===== src/umcs_pkg.sv =====
/*
  Package of the dual-channel modem control and status block: register map,
  field positions, reset values and bit timing.
  Assumes a single 250 MHz system clock and an 8-bit register port.
*/
package umcs_pkg;

  // Timing
  localparam int unsigned CLK_HZ = 250_000_000;
  localparam int unsigned BAUD_HZ = 115_200;
  localparam int unsigned BAUD_DIV = CLK_HZ / BAUD_HZ;
  localparam int unsigned FRAME_BITS = 10;

  // Bus widths
  localparam int unsigned ADDR_W = 8;
  localparam int unsigned DATA_W = 8;

  // Per-channel offsets; channel b is at CHAN_B_BASE plus these
  localparam logic [7:0] OFS_TX_DATA = 8'h00;
  localparam logic [7:0] OFS_MODEM_CTRL = 8'h04;
  localparam logic [7:0] OFS_MODEM_STATE = 8'h08;
  localparam logic [7:0] OFS_LINE_STATE = 8'h0c;
  localparam logic [7:0] CHAN_A_BASE = 8'h00;
  localparam logic [7:0] CHAN_B_BASE = 8'h10;

  // Shared interrupt registers
  localparam logic [7:0] OFS_IRQ_STATUS = 8'h20;
  localparam logic [7:0] OFS_IRQ_CLEAR = 8'h24;
  localparam logic [7:0] OFS_IRQ_ENABLE = 8'h28;

  // Field positions
  localparam int unsigned MCR_RTS_BIT = 1;
  localparam int unsigned MCR_LOOP_BIT = 4;
  localparam int unsigned MSR_RING_TRAILING_EDGE_FLAG_BIT = 2;
  localparam int unsigned MSR_RING_BIT = 6;
  localparam int unsigned LSR_BUSY_BIT = 0;
  localparam int unsigned LSR_RX_BIT = 1;
  localparam int unsigned IRQ_RING_A = 0;
  localparam int unsigned IRQ_RING_B = 1;
  localparam int unsigned IRQ_TXD_A = 2;
  localparam int unsigned IRQ_TXD_B = 3;
  localparam int unsigned IRQ_W = 4;

  // Reset values
  localparam logic [IRQ_W-1:0] IRQ_EN_RESET = 4'h0;
  localparam logic [IRQ_W-1:0] IRQ_ST_RESET = 4'h0;
  localparam logic [DATA_W-1:0] RD_DATA_RESET = 8'h00;

endpackage : umcs_pkg


===== src/umcs_chan_if.sv =====
/*
  Interface between the register front end and one serial channel.
  Assumes both ends run on clk_sys; the front end drives the strobes.
*/
`timescale 1ns/1ps
interface umcs_chan_if;
  logic wr_en;
  logic rd_en;
  logic [1:0] idx;
  logic [7:0] wdata;
  logic ring_trailing_edge_flag_clr;
  logic [7:0] rdata;
  logic ring_trailing_edge_flag;
  logic tx_done;

  modport top (output wr_en, output rd_en, output idx, output wdata, output ring_trailing_edge_flag_clr,
               input rdata, input ring_trailing_edge_flag, input tx_done);
  modport chan (input wr_en, input rd_en, input idx, input wdata, input ring_trailing_edge_flag_clr,
                output rdata, output ring_trailing_edge_flag, output tx_done);
endinterface : umcs_chan_if


===== src/umcs_chan.sv =====
/*
  One serial channel: ring detection, trailing-edge flag, request-to-send,
  loop mode and an 8N1 transmitter.
  Assumes an active-low reset that asserts at once and is released on clk_sys,
  and one-cycle strobes from the front end.
*/
// Decided for this implementation: the placing of the registers and the plain strobed port.
`timescale 1ns/1ps
module umcs_chan #(
  parameter int unsigned BAUD_DIV = umcs_pkg::BAUD_DIV
) (
  input wire logic clk_sys,
  input wire logic rst_n,
  umcs_chan_if.chan bus,
  input wire logic ring_in_n,
  input wire logic rx_in,
  output logic tx_out,
  output logic rts_out_n
);
  import umcs_pkg::*;

  localparam logic [15:0] BAUD_LAST = 16'(BAUD_DIV - 1);
  localparam logic [3:0] FRAME_LAST = 4'(FRAME_BITS - 1);
  localparam logic [1:0] IDX_TX = OFS_TX_DATA[3:2];
  localparam logic [1:0] IDX_MCR = OFS_MODEM_CTRL[3:2];
  localparam logic [1:0] IDX_MSR = OFS_MODEM_STATE[3:2];
  localparam logic [1:0] IDX_LSR = OFS_LINE_STATE[3:2];

  typedef struct packed {
    logic ri_m;
    logic ri_s;
    logic ri_prev;
    logic rx_m;
    logic rx_s;
    logic ring_trailing_edge_flag;
    logic rts;
    logic loop;
    logic busy;
    logic [9:0] shift;
    logic [3:0] bits;
    logic [15:0] baud;
    logic tx;
    logic rts_n;
    logic done;
  } umcs_chan_st_t;

  umcs_chan_st_t q, d;
  logic ring_rise;
  logic tx_line;

  // Edge of the synchronised ring pin and the internal line level
  assign ring_rise = q.ri_s && !q.ri_prev;
  assign tx_line = q.busy ? q.shift[0] : 1'b1;

  // Next-state logic
  always_comb begin
    d = q;
    d.ri_m = ring_in_n;
    d.ri_s = q.ri_m;
    d.ri_prev = q.ri_s;
    d.rx_m = rx_in;
    d.rx_s = q.rx_m;
    d.done = 1'b0;
    // Status read or interrupt clear drops the flag; a new edge wins
    if ((bus.rd_en && bus.idx == IDX_MSR) || bus.ring_trailing_edge_flag_clr) begin
      d.ring_trailing_edge_flag = 1'b0; // RQ12
    end
    if (ring_rise) begin
      d.ring_trailing_edge_flag = 1'b1; // RQ3
    end
    // Modem control write
    if (bus.wr_en && bus.idx == IDX_MCR) begin
      d.rts = bus.wdata[MCR_RTS_BIT];
      d.loop = bus.wdata[MCR_LOOP_BIT];
    end
    // Transmitter: start, data, stop; writes while busy are dropped
    if (q.busy) begin
      if (q.baud == BAUD_LAST) begin
        d.baud = 16'h0000;
        d.shift = {1'b1, q.shift[9:1]};
        if (q.bits == FRAME_LAST) begin
          d.busy = 1'b0;
          d.bits = 4'h0;
          d.done = 1'b1;
        end else begin
          d.bits = q.bits + 4'h1;
        end
      end else begin
        d.baud = q.baud + 16'h0001;
      end
    end else if (bus.wr_en && bus.idx == IDX_TX) begin
      d.busy = 1'b1; // RQ10
      d.shift = {1'b1, bus.wdata, 1'b0};
      d.baud = 16'h0000;
      d.bits = 4'h0;
    end
    // Pins: loop mode holds both lines inactive
    d.tx = d.loop ? 1'b1 : (d.busy ? d.shift[0] : 1'b1); // RQ9
    d.rts_n = !(d.rts && !d.loop); // RQ5 RQ6 RQ8
  end

  // State register; reset leaves the lines marking and inactive
  always_ff @(posedge clk_sys or negedge rst_n) begin
    if (!rst_n) begin
      q <= '0;
      q.ri_m <= 1'b1;
      q.ri_s <= 1'b1;
      q.ri_prev <= 1'b1;
      q.rx_m <= 1'b1;
      q.rx_s <= 1'b1;
      q.shift <= 10'h3ff;
      q.tx <= 1'b1; // RQ9
      q.rts_n <= 1'b1; // RQ7
    end else begin
      q <= d;
    end
  end

  // Read value of the addressed register
  always_comb begin
    bus.rdata = 8'h00;
    case (bus.idx)
      IDX_MCR: begin
        bus.rdata[MCR_RTS_BIT] = q.rts;
        bus.rdata[MCR_LOOP_BIT] = q.loop;
      end
      IDX_MSR: begin
        bus.rdata[MSR_RING_BIT] = !q.ri_s; // RQ2
        bus.rdata[MSR_RING_TRAILING_EDGE_FLAG_BIT] = q.ring_trailing_edge_flag;
      end
      IDX_LSR: begin
        bus.rdata[LSR_BUSY_BIT] = q.busy;
        bus.rdata[LSR_RX_BIT] = q.loop ? tx_line : q.rx_s; // RQ11
      end
      default: begin
        bus.rdata = 8'h00;
      end
    endcase
  end

  assign bus.ring_trailing_edge_flag = q.ring_trailing_edge_flag;
  assign bus.tx_done = q.done;
  assign tx_out = q.tx;
  assign rts_out_n = q.rts_n;
endmodule : umcs_chan


===== src/umcs_top.sv =====
/*
  Top of the dual-channel modem control and status block: reset release,
  register port decode, shared interrupt registers and two channels.
  Assumes a plain strobe register port on clk_sys and asynchronous pins.
*/
`timescale 1ns/1ps
// Functional notes
// RQ1: The modem pulls ring-indicate low when a telephone ring arrives.
// RQ2: Modem state bit 6 reads the inverse of the ring-indicate pin.
// RQ3: Modem state bit 2 sets when ring-indicate rose since the last read.
// RQ4: Trailing-edge flag with modem interrupt enabled raises the interrupt.
// RQ5: Control bit 1 set drives request-to-send low.
// RQ6: Active request-to-send tells the modem the channel is ready.
// RQ7: Reset forces request-to-send high, inactive.
// RQ8: Loop mode holds request-to-send inactive regardless of the control bit.
// RQ9: After reset the transmit line rests marking, at one.
// RQ10: Each channel shifts serial frames out on its transmit line.
// RQ11: The modem supplies serial data on each receive line.
// RQ12: Reading the modem state register clears the trailing-edge flag.
module umcs_top #(
  parameter int unsigned BAUD_DIV = umcs_pkg::BAUD_DIV
) (
  input wire logic clk_sys,
  input wire logic resetn,
  input wire logic [umcs_pkg::ADDR_W-1:0] addr,
  input wire logic [umcs_pkg::DATA_W-1:0] wr_data,
  input wire logic wr_en,
  input wire logic rd_en,
  output logic [umcs_pkg::DATA_W-1:0] rd_data,
  output logic irq,
  input wire logic ring_indicate_in_a_n,
  input wire logic ring_indicate_in_b_n,
  input wire logic serial_rx_in_a,
  input wire logic serial_rx_in_b,
  output logic serial_tx_out_a,
  output logic serial_tx_out_b,
  output logic request_send_out_a_n,
  output logic request_send_out_b_n
);
  import umcs_pkg::*;

  typedef struct packed {
    logic [DATA_W-1:0] rd_data;
    logic [IRQ_W-1:0] irq_st;
    logic [IRQ_W-1:0] irq_en;
    logic irq;
  } umcs_top_st_t;

  umcs_top_st_t q, d;
  logic rst_m;
  logic rst_n;
  logic sel_a;
  logic sel_b;
  logic [IRQ_W-1:0] status_now;

  umcs_chan_if ch_a();
  umcs_chan_if ch_b();

  // Word-aligned hit on a 16-byte channel window
  function automatic logic chan_hit(input logic [7:0] a, input logic [7:0] base);
    chan_hit = (a[7:4] == base[7:4]) && (a[1:0] == 2'b00);
  endfunction : chan_hit

  // Reset release through two flip-flops
  always_ff @(posedge clk_sys or negedge resetn) begin
    if (!resetn) begin
      rst_m <= 1'b0;
      rst_n <= 1'b0;
    end else begin
      rst_m <= 1'b1;
      rst_n <= rst_m;
    end
  end

  // Channel selection and strobes
  assign sel_a = chan_hit(addr, CHAN_A_BASE);
  assign sel_b = chan_hit(addr, CHAN_B_BASE);
  assign ch_a.wr_en = wr_en && sel_a;
  assign ch_a.rd_en = rd_en && sel_a;
  assign ch_a.idx = addr[3:2];
  assign ch_a.wdata = wr_data;
  assign ch_b.wr_en = wr_en && sel_b;
  assign ch_b.rd_en = rd_en && sel_b;
  assign ch_b.idx = addr[3:2];
  assign ch_b.wdata = wr_data;

  // Clearing a ring bit also drops the channel's trailing-edge flag
  assign ch_a.ring_trailing_edge_flag_clr = wr_en && addr == OFS_IRQ_CLEAR && wr_data[IRQ_RING_A];
  assign ch_b.ring_trailing_edge_flag_clr = wr_en && addr == OFS_IRQ_CLEAR && wr_data[IRQ_RING_B];

  // Ring bits mirror the flags; transmit-done bits are sticky
  always_comb begin
    status_now = q.irq_st;
    status_now[IRQ_RING_A] = ch_a.ring_trailing_edge_flag;
    status_now[IRQ_RING_B] = ch_b.ring_trailing_edge_flag;
  end

  // Next-state logic of the front end
  always_comb begin
    d = q;
    d.rd_data = RD_DATA_RESET;
    if (rd_en) begin
      if (sel_a) begin
        d.rd_data = ch_a.rdata;
      end else if (sel_b) begin
        d.rd_data = ch_b.rdata;
      end else if (addr == OFS_IRQ_STATUS) begin
        d.rd_data = {4'h0, status_now};
      end else if (addr == OFS_IRQ_ENABLE) begin
        d.rd_data = {4'h0, q.irq_en};
      end
    end
    if (wr_en && addr == OFS_IRQ_ENABLE) begin
      d.irq_en = wr_data[IRQ_W-1:0];
    end
    // Clear first, then a new completion wins
    if (wr_en && addr == OFS_IRQ_CLEAR) begin
      d.irq_st = q.irq_st & ~wr_data[IRQ_W-1:0];
    end
    if (ch_a.tx_done) begin
      d.irq_st[IRQ_TXD_A] = 1'b1;
    end
    if (ch_b.tx_done) begin
      d.irq_st[IRQ_TXD_B] = 1'b1;
    end
    d.irq_st[IRQ_RING_A] = 1'b0;
    d.irq_st[IRQ_RING_B] = 1'b0;
    // Level interrupt while any enabled event stands
    d.irq = |(status_now & q.irq_en); // RQ4
  end

  // Front-end state register
  always_ff @(posedge clk_sys or negedge rst_n) begin
    if (!rst_n) begin
      q.rd_data <= RD_DATA_RESET;
      q.irq_st <= IRQ_ST_RESET;
      q.irq_en <= IRQ_EN_RESET;
      q.irq <= 1'b0;
    end else begin
      q <= d;
    end
  end

  assign rd_data = q.rd_data;
  assign irq = q.irq;

  // Channel a
  umcs_chan #(.BAUD_DIV(BAUD_DIV)) u_chan_a (
    .clk_sys(clk_sys),
    .rst_n(rst_n),
    .bus(ch_a),
    .ring_in_n(ring_indicate_in_a_n), // RQ1
    .rx_in(serial_rx_in_a),
    .tx_out(serial_tx_out_a),
    .rts_out_n(request_send_out_a_n)
  );

  // Channel b
  umcs_chan #(.BAUD_DIV(BAUD_DIV)) u_chan_b (
    .clk_sys(clk_sys),
    .rst_n(rst_n),
    .bus(ch_b),
    .ring_in_n(ring_indicate_in_b_n), // RQ1
    .rx_in(serial_rx_in_b),
    .tx_out(serial_tx_out_b),
    .rts_out_n(request_send_out_b_n)
  );
endmodule : umcs_top


===== config.mk =====
export PLATFORM = sky130hd
export DESIGN_NAME = umcs_top
export DESIGN_NICKNAME = d
export VERILOG_FILES = /design/src/umcs_pkg.sv /design/src/umcs_chan_if.sv /design/src/umcs_chan.sv /design/src/umcs_top.sv
export SDC_FILE = /design/constraint.sdc
export NUM_CORES = 1
export LEC_CHECK = 0
export BUFFER_PORTS_ARGS = -buffer_cell sky130_fd_sc_hd__buf_4
export CAP_MARGIN = 0
export CORE_ASPECT_RATIO = 0.75
export CORE_MARGIN = 2
export CORE_UTILIZATION = 45
export DETAILED_ROUTE_END_ITERATION = 10
export PLACE_DENSITY = 0.72
export SETUP_SLACK_MARGIN = 0.2
export SYNTH_ARGS = -nofsm -noshare
export SYNTH_HDL_FRONTEND = slang
export SYNTH_SLANG_ARGS = --single-unit

===== constraint.sdc =====
create_clock -name clk_sys -period 4.8 [get_ports clk_sys]
set_input_delay 0.96 -clock clk_sys [delete_from_list [all_inputs] [get_ports clk_sys]]
set_output_delay 0.96 -clock clk_sys [all_outputs]
set_load 0.03 [all_outputs]

Word-level counts from Yosys, hierarchy flattened
Index checks and enable logic that the tools add are counted.
{"block": "word_totals", "out_inout_bits": 13, "wordCells": 151, "register_bits": 101, "romBits": 0, "mem_count": 0, "latch_bits": 0, "in_bits": 24, "mem_bits_rw": 0}
{"block": "op_classes", "bitwise": 3, "mux": 50, "n_reduce_logical": 42, "div_mod_pow": 0, "add_sub_neg": 4, "shifts": 0, "magnitude_cmp": 0, "eq_ne": 13, "n_mul": 0}
{"operator": "$mux W31", "count": 4}
{"operator": "$add A16 B1 Y16 const B", "count": 2}
{"operator": "$eq A16 B12 Y1 const B", "count": 2}
{"operator": "$mux W16", "count": 2}
{"operator": "$mux W1", "count": 30}
{"operator": "$mux W15", "count": 2}
{"operator": "$eq A8 B6 Y1 const B", "count": 3}
{"operator": "$logic_and A1 B1 Y1", "count": 20}
{"operator": "$mux W4", "count": 5}
{"operator": "$mux W7", "count": 2}
{"operator": "$reduce_bool A2 Y1", "count": 6}
{"operator": "$add A4 B1 Y4 const B", "count": 2}
{"operator": "$and A4 B4 Y4", "count": 2}
{"operator": "$eq A4 B4 Y1 const B", "count": 2}
{"operator": "$logic_not A1 Y1", "count": 8}
{"operator": "$mux W8", "count": 1}
{"operator": "$eq A2 B2 Y1 const B", "count": 2}
{"operator": "$eq A4 B1 Y1 const B", "count": 1}
{"operator": "$logic_not A2 Y1", "count": 2}
{"operator": "$logic_not A4 Y1", "count": 1}
{"operator": "$mux W2", "count": 2}
{"operator": "$ne A2 B2 Y1 const B", "count": 2}
{"operator": "$not A4 Y4", "count": 1}
{"operator": "$pmux W1 S2", "count": 2}
{"operator": "other kinds (4)", "count": 6}

Depth between registers and ports, before layout
{"block": "depth", "word_depth": 8, "ltp_mapped": 9, "ltp_nobuf": 7}

By module
From an unflattened synthesis, not the netlist that was laid out.
{"block": "unflattened", "cells_unflattened": 489, "area_unflattened_um2": 5291.3}
{"mod": "umcs_chan", "area_per_inst_um2": 2167.1, "n_inst": 2, "seq_area_each_um2": 1072.3, "cells_per_inst": 202}
{"mod": "umcs_top", "area_per_inst_um2": 957.2, "n_inst": 1, "seq_area_each_um2": 425.4, "cells_per_inst": 85}

Least setup slack after synthesis
No wires, ideal clock.
{"block": "synth_path", "path_kind": "input port to flip-flop", "startpoint": "input addr[1] (netlist bit)", "endpoint": "register u_chan_a.q[22] (netlist bit)", "setup_slack_ns": 2.137, "t_required_ns": 4.672, "path_buffers": 1, "path_stages": 6, "t_arrival_ns": 2.534, "setup_ns": 0.128, "cell_sequence": "or4_1 nor4_4 a21oi_1 buf_2 o21ai_0 o31ai_1"}
{"block": "synth_between", "elab_chain_cells": 6}
{"item": "start, declared", "line": "umcs_top.sv:25", "text": "input wire logic [umcs_pkg::ADDR_W-1:0] addr,"}
{"item": "$logic_not A2 Y1", "line": "umcs_top.sv:61", "text": "chan_hit = (a[7:4] == base[7:4]) && (a[1:0] == 2'b00);"}
{"item": "$logic_and A1 B1 Y1", "line": "umcs_top.sv:61"}
{"item": "$logic_and A1 B1 Y1", "line": "umcs_top.sv:78", "text": "assign ch_a.wr_en = wr_en && sel_a;"}
{"item": "$logic_and A1 B1 Y1", "line": "umcs_chan.sv:91", "text": "end else if (bus.wr_en && bus.idx == IDX_TX) begin"}
{"item": "$reduce_bool A2 Y1 (no line)"}
{"item": "$reduce_and A2 Y1 (no line)"}
{"item": "end, declared", "line": "umcs_chan.sv:47", "text": "umcs_chan_st_t q, d;"}
Every way passes these cells.
A chain may end at the register's enable or synchronous reset.

Worst setup path after layout
{"block": "layout_path", "startpoint": "input addr[1] (netlist bit)", "endpoint": "register u_chan_b.q[21] (netlist bit)"}
{"block": "layout_between", "elab_chain_cells": 6}
{"item": "$logic_not A2 Y1", "line": "umcs_top.sv:61"}
{"item": "$logic_and A1 B1 Y1", "line": "umcs_top.sv:61"}
{"item": "$logic_and A1 B1 Y1", "line": "umcs_top.sv:82", "text": "assign ch_b.wr_en = wr_en && sel_b;"}
{"item": "$logic_and A1 B1 Y1", "line": "umcs_chan.sv:91"}
{"item": "$reduce_bool A2 Y1 (no line)"}
{"item": "$reduce_and A2 Y1 (no line)"}
{"item": "end, declared", "line": "umcs_chan.sv:47"}
Every way passes these cells.

==> load_flow_metrics.sql <==
INSERT INTO impl_metrics (metric_group, metric, value, unit) VALUES
('sta', 'maxClockFrequency', '345', 'MHz'),
('power', 'p_clk_share', '33.4', '%'),
('clocking', 'postCtsSetupRepairBufs', '0', ''),
('cells_and_area', 'final_cell_area', '0.00538', 'mm²'),
('grt', 'grt_usage', '19.8', '%'),
('yosys', 'syn_area', '0.00480', 'mm²'),
('worst_setup_path', 'worst_path_largest_cell_delay', '790', 'ps'),
('detailed_routing', 'vias_per_cell', '5.85', ''),
('cells_and_area', 'syn_to_final_growth', '12.1', '%'),
('cells_and_area', 'design.final.nets', '524', ''),
('detailed_routing', 'dr_total_vias', '3704', ''),
('run_status', 'outcome', 'finished, final reports clean', ''),
('clocking', 'holdBufCountCts', '0', ''),
('sta', 'layout_min_cycle_time', '2900', 'ps'),
('clocking', 'worstSkewPairLatency', '340', 'ps'),
('power', 'powerDensity', '387', 'mW/mm²'),
('clocking', 'cts_made_buffers', '9', ''),
('grt', 'grt_remaining_overflow', '0', ''),
('worst_setup_path', 'cp_data_required_time', '5030', 'ps'),
('worst_setup_path', 'crit_family', 'simple AND/OR/NAND/NOR gates', ''),
('yosys', 'postSynthAreaPerCell', '10.2', 'µm²'),
('detailed_routing', 'wl', '10.6', 'mm'),
('worst_setup_path', 'timing.critical_path.fanout_max', '12', ''),
('power', 'power.leakage', '2.34', 'nW'),
('place', 'port_buf_inserts', '34', ''),
('worst_setup_path', 'worstReg2RegStart', 'u_chan_a.q[4]', ''),
('worst_setup_path', 'cp_slowest_cell', 'sky130_fd_sc_hd__nor4_1', ''),
('worst_setup_path', 'critPathBufInv', '1', ''),
('clocking', 'ctsHtreeMaxLevel', '3', ''),
('worst_setup_path', 'reg2reg_setup_slack', '2160', 'ps'),
('floorplan', 'boundaryPins', '37', ''),
('sta', 'timing.final.setup_violations', '0', ''),
('detailed_routing', 'drt_pass1_iterations', '5', ''),
('worst_setup_path', 'endpoint_kind', 'flip-flop', ''),
('power', 'sequentialPowerShare', '52.9', '%'),
('sta', 'fin_worst_skew', '8.56', 'ps'),
('floorplan', 'placeableCoreArea', '0.0103', 'mm²'),
('power', 'power.share.switching', '30.8', '%'),
('yosys', 'yosys_most_used_dff', 'sky130_fd_sc_hd__dfrtp_1', ''),
('sta', 'period_share', '60.4', '%'),
('yosys', 'synth_enable_flop_cells', '0', ''),
('yosys', 'yosysWarningCount', '0', ''),
('cells_and_area', 'drive_above_1_share', '21.1', '%'),
('detailed_routing', 'route.antenna.remaining_nets', '0', ''),
('worst_setup_path', 'rr_worst_depth', '7', ''),
('sta', 'report.final.hold_viol_count', '0', ''),
('sta', 'worst_slew_margin_rel', '27.9', '%'),
('sta', 'grt_setup_unrepaired', 'no', ''),
('yosys', 'async_reset_ff_share', '100', '%'),
('detailed_routing', 'detail_route.wl_per_cell', '16.7', 'µm'),
('yosys', 'synth_commonest_cells', '68 x sky130_fd_sc_hd__nand2_1, 65 x sky130_fd_sc_hd__dfrtp_1, 39 x sky130_fd_sc_hd__o21ai_0, 34 x sky130_fd_sc_hd__dfstp_2, 25 x sky130_fd_sc_hd__nor2_1', ''),
('clocking', 'tritoncts_clock_tree', 'yes', ''),
('place', 'hpwlAfterDp', '7.43', 'mm'),
('yosys', 'synth_sequential_area_ratio', '52.5', '%'),
('clocking', 'post_cts.resized_instances', '0', ''),
('detailed_routing', 'drcViolationCount', '0', ''),
('yosys', 'post-synth-top-count-cell', 'sky130_fd_sc_hd__nand2_1', ''),
('power', 'switchingPower', '641', 'µW'),
('clocking', 'clock-root-buffer', 'sky130_fd_sc_hd__clkbuf_16', ''),
('sta', 'final_max_slew_viol_count', '0', ''),
('worst_setup_path', 'arrival', '3130', 'ps'),
('detailed_routing', 'drtIter0Drc', '277', ''),
('cells_and_area', 'antenna-diode-count', '0', ''),
('yosys', 'synth.area.top_cells', 'sky130_fd_sc_hd__dfrtp_1 34%, sky130_fd_sc_hd__dfstp_2 19%, sky130_fd_sc_hd__nand2_1 5.3%, sky130_fd_sc_hd__o21ai_0 4.1%, sky130_fd_sc_hd__a22oi_1 2.8%', ''),
('grt', 'grt_pass1_wl', '17.9', 'mm'),
('floorplan', 'rows', '32', ''),
('power', 'power.ir.vdd_worst', '0.214', 'mV'),
('floorplan', 'die_area', '0.0115', 'mm²'),
('sta', 'worst_pin_slew', '1080', 'ps'),
('min_path', 'hold_path_class', 'reg2async', ''),
('yosys', 'synth_seq_cells', '99', '');
[sequential cells by signal (all words and copies together), names as in the netlist]
name	count
u_chan_a.q	35
u_chan_b.q	35
q	6
rd_data	6
u_chan_a.d	3
u_chan_b.d	3
irq	1
rst_m	1
rst_n	1
u_chan_a.bus.ring_trailing_edge_flag	1
u_chan_a.bus.tx_done	1
u_chan_a.rts_out_n	1
u_chan_a.tx_out	1
u_chan_b.bus.ring_trailing_edge_flag	1
u_chan_b.bus.tx_done	1
u_chan_b.rts_out_n	1
u_chan_b.tx_out	1
[worst register-to-register path: stages, from the launching register on]
cell                      delay (ps)
sky130_fd_sc_hd__dfrtp_1         400
sky130_fd_sc_hd__inv_1            80
sky130_fd_sc_hd__ha_1            130
sky130_fd_sc_hd__or4b_4          510
sky130_fd_sc_hd__o41ai_4         920
sky130_fd_sc_hd__nor2b_1         100
sky130_fd_sc_hd__o21ai_0         230
sky130_fd_sc_hd__o31ai_1         120
[routing by layer]
layer,routed length (µm),global-route usage [%],share of wire (%)
met1,5230,29.2,49
met2,4640,29.3,44
met3,638,5.43,6.0
met4,87,3.98,0.82
met5,0,0,0
[cells by family after synthesis]
kind of cell    Yosys count  share of synthesized area (%)
compound gates          127                           17.6
xor+xnor                  3                          0.548
other cells               2                          0.157
mux                      16                           3.55
fa+ha+maj                 8                           2.09
buf+inv                  40                           4.30
simple gates            176                           19.2
flops                    99                           52.5
[per-stage QoR]
step                setup slack, ps  hold WS, ps  utilization [%]  power, mW  instances
CTS                            1930          359             52.0       2.10        633
global placement               1660          333             49.2       1.37        617
detailed placement             1580          342             49.2       1.39        617
global route                   1770          361             52.0       2.19        633
floorplan                      1900          331                -       1.29        472
finish                         1900          343             52.0       2.08        633
[worst max-delay path by stage]
stage / from / cells after the start / endpoint / slack (ps)
2_1_floorplan: rst_n / 0 / irq / 1900
3_3_place_gp: addr[1] / 6 / u_chan_a.q[21] / 1660
3_5_place_dp: addr[1] / 6 / u_chan_a.q[21] / 1580
4_1_cts: addr[1] / 6 / u_chan_a.q[21] / 1930
5_1_grt: addr[1] / 6 / u_chan_b.q[21] / 1770
6_report: addr[1] / 6 / u_chan_b.q[21] / 1900
[power by group through the flow]
stage                     sequential (mW)  clock [mW]  combinational, mW
after detailed placement             1.11           0              0.284
after global routing                 1.12       0.743              0.327
final                                1.10       0.695              0.284
after CTS                            1.10       0.716              0.285
after global placement               1.10           0              0.271
after floorplan                      1.07           0              0.222
[cells in the final DEF (no fill, tap or decap), types with 5 or more instances in the layout]
cell,n
sky130_fd_sc_hd__a22oi_1,18
sky130_fd_sc_hd__and3_1,5
sky130_fd_sc_hd__clkbuf_16,9
sky130_fd_sc_hd__nor2_1,25
sky130_fd_sc_hd__nand2_1,68
sky130_fd_sc_hd__a21oi_1,9
sky130_fd_sc_hd__mux2i_1,8
sky130_fd_sc_hd__nor2b_1,6
sky130_fd_sc_hd__nand3_1,19
sky130_fd_sc_hd__o21ai_0,39
sky130_fd_sc_hd__a31oi_1,10
sky130_fd_sc_hd__a21o_1,5
sky130_fd_sc_hd__inv_1,13
sky130_fd_sc_hd__and4_1,6
sky130_fd_sc_hd__buf_4,36
sky130_fd_sc_hd__dfstp_2,34
sky130_fd_sc_hd__mux2_2,8
sky130_fd_sc_hd__o31ai_1,17
sky130_fd_sc_hd__dfrtp_1,64
sky130_fd_sc_hd__ha_1,8
sky130_fd_sc_hd__nand4_1,10
sky130_fd_sc_hd__o21ai_1,6
[layout make-up]
type	count	area, µm²
flip-flops and latches	99	2520
fillers	920	4950
clock buffers	9	225
inverters	13	48.8
repair buffers	36	270
multi-input cells	333	2070
clock inverters	7	62.6
well taps	136	170
No activity file was read; power rests on OpenSTA's default activity.
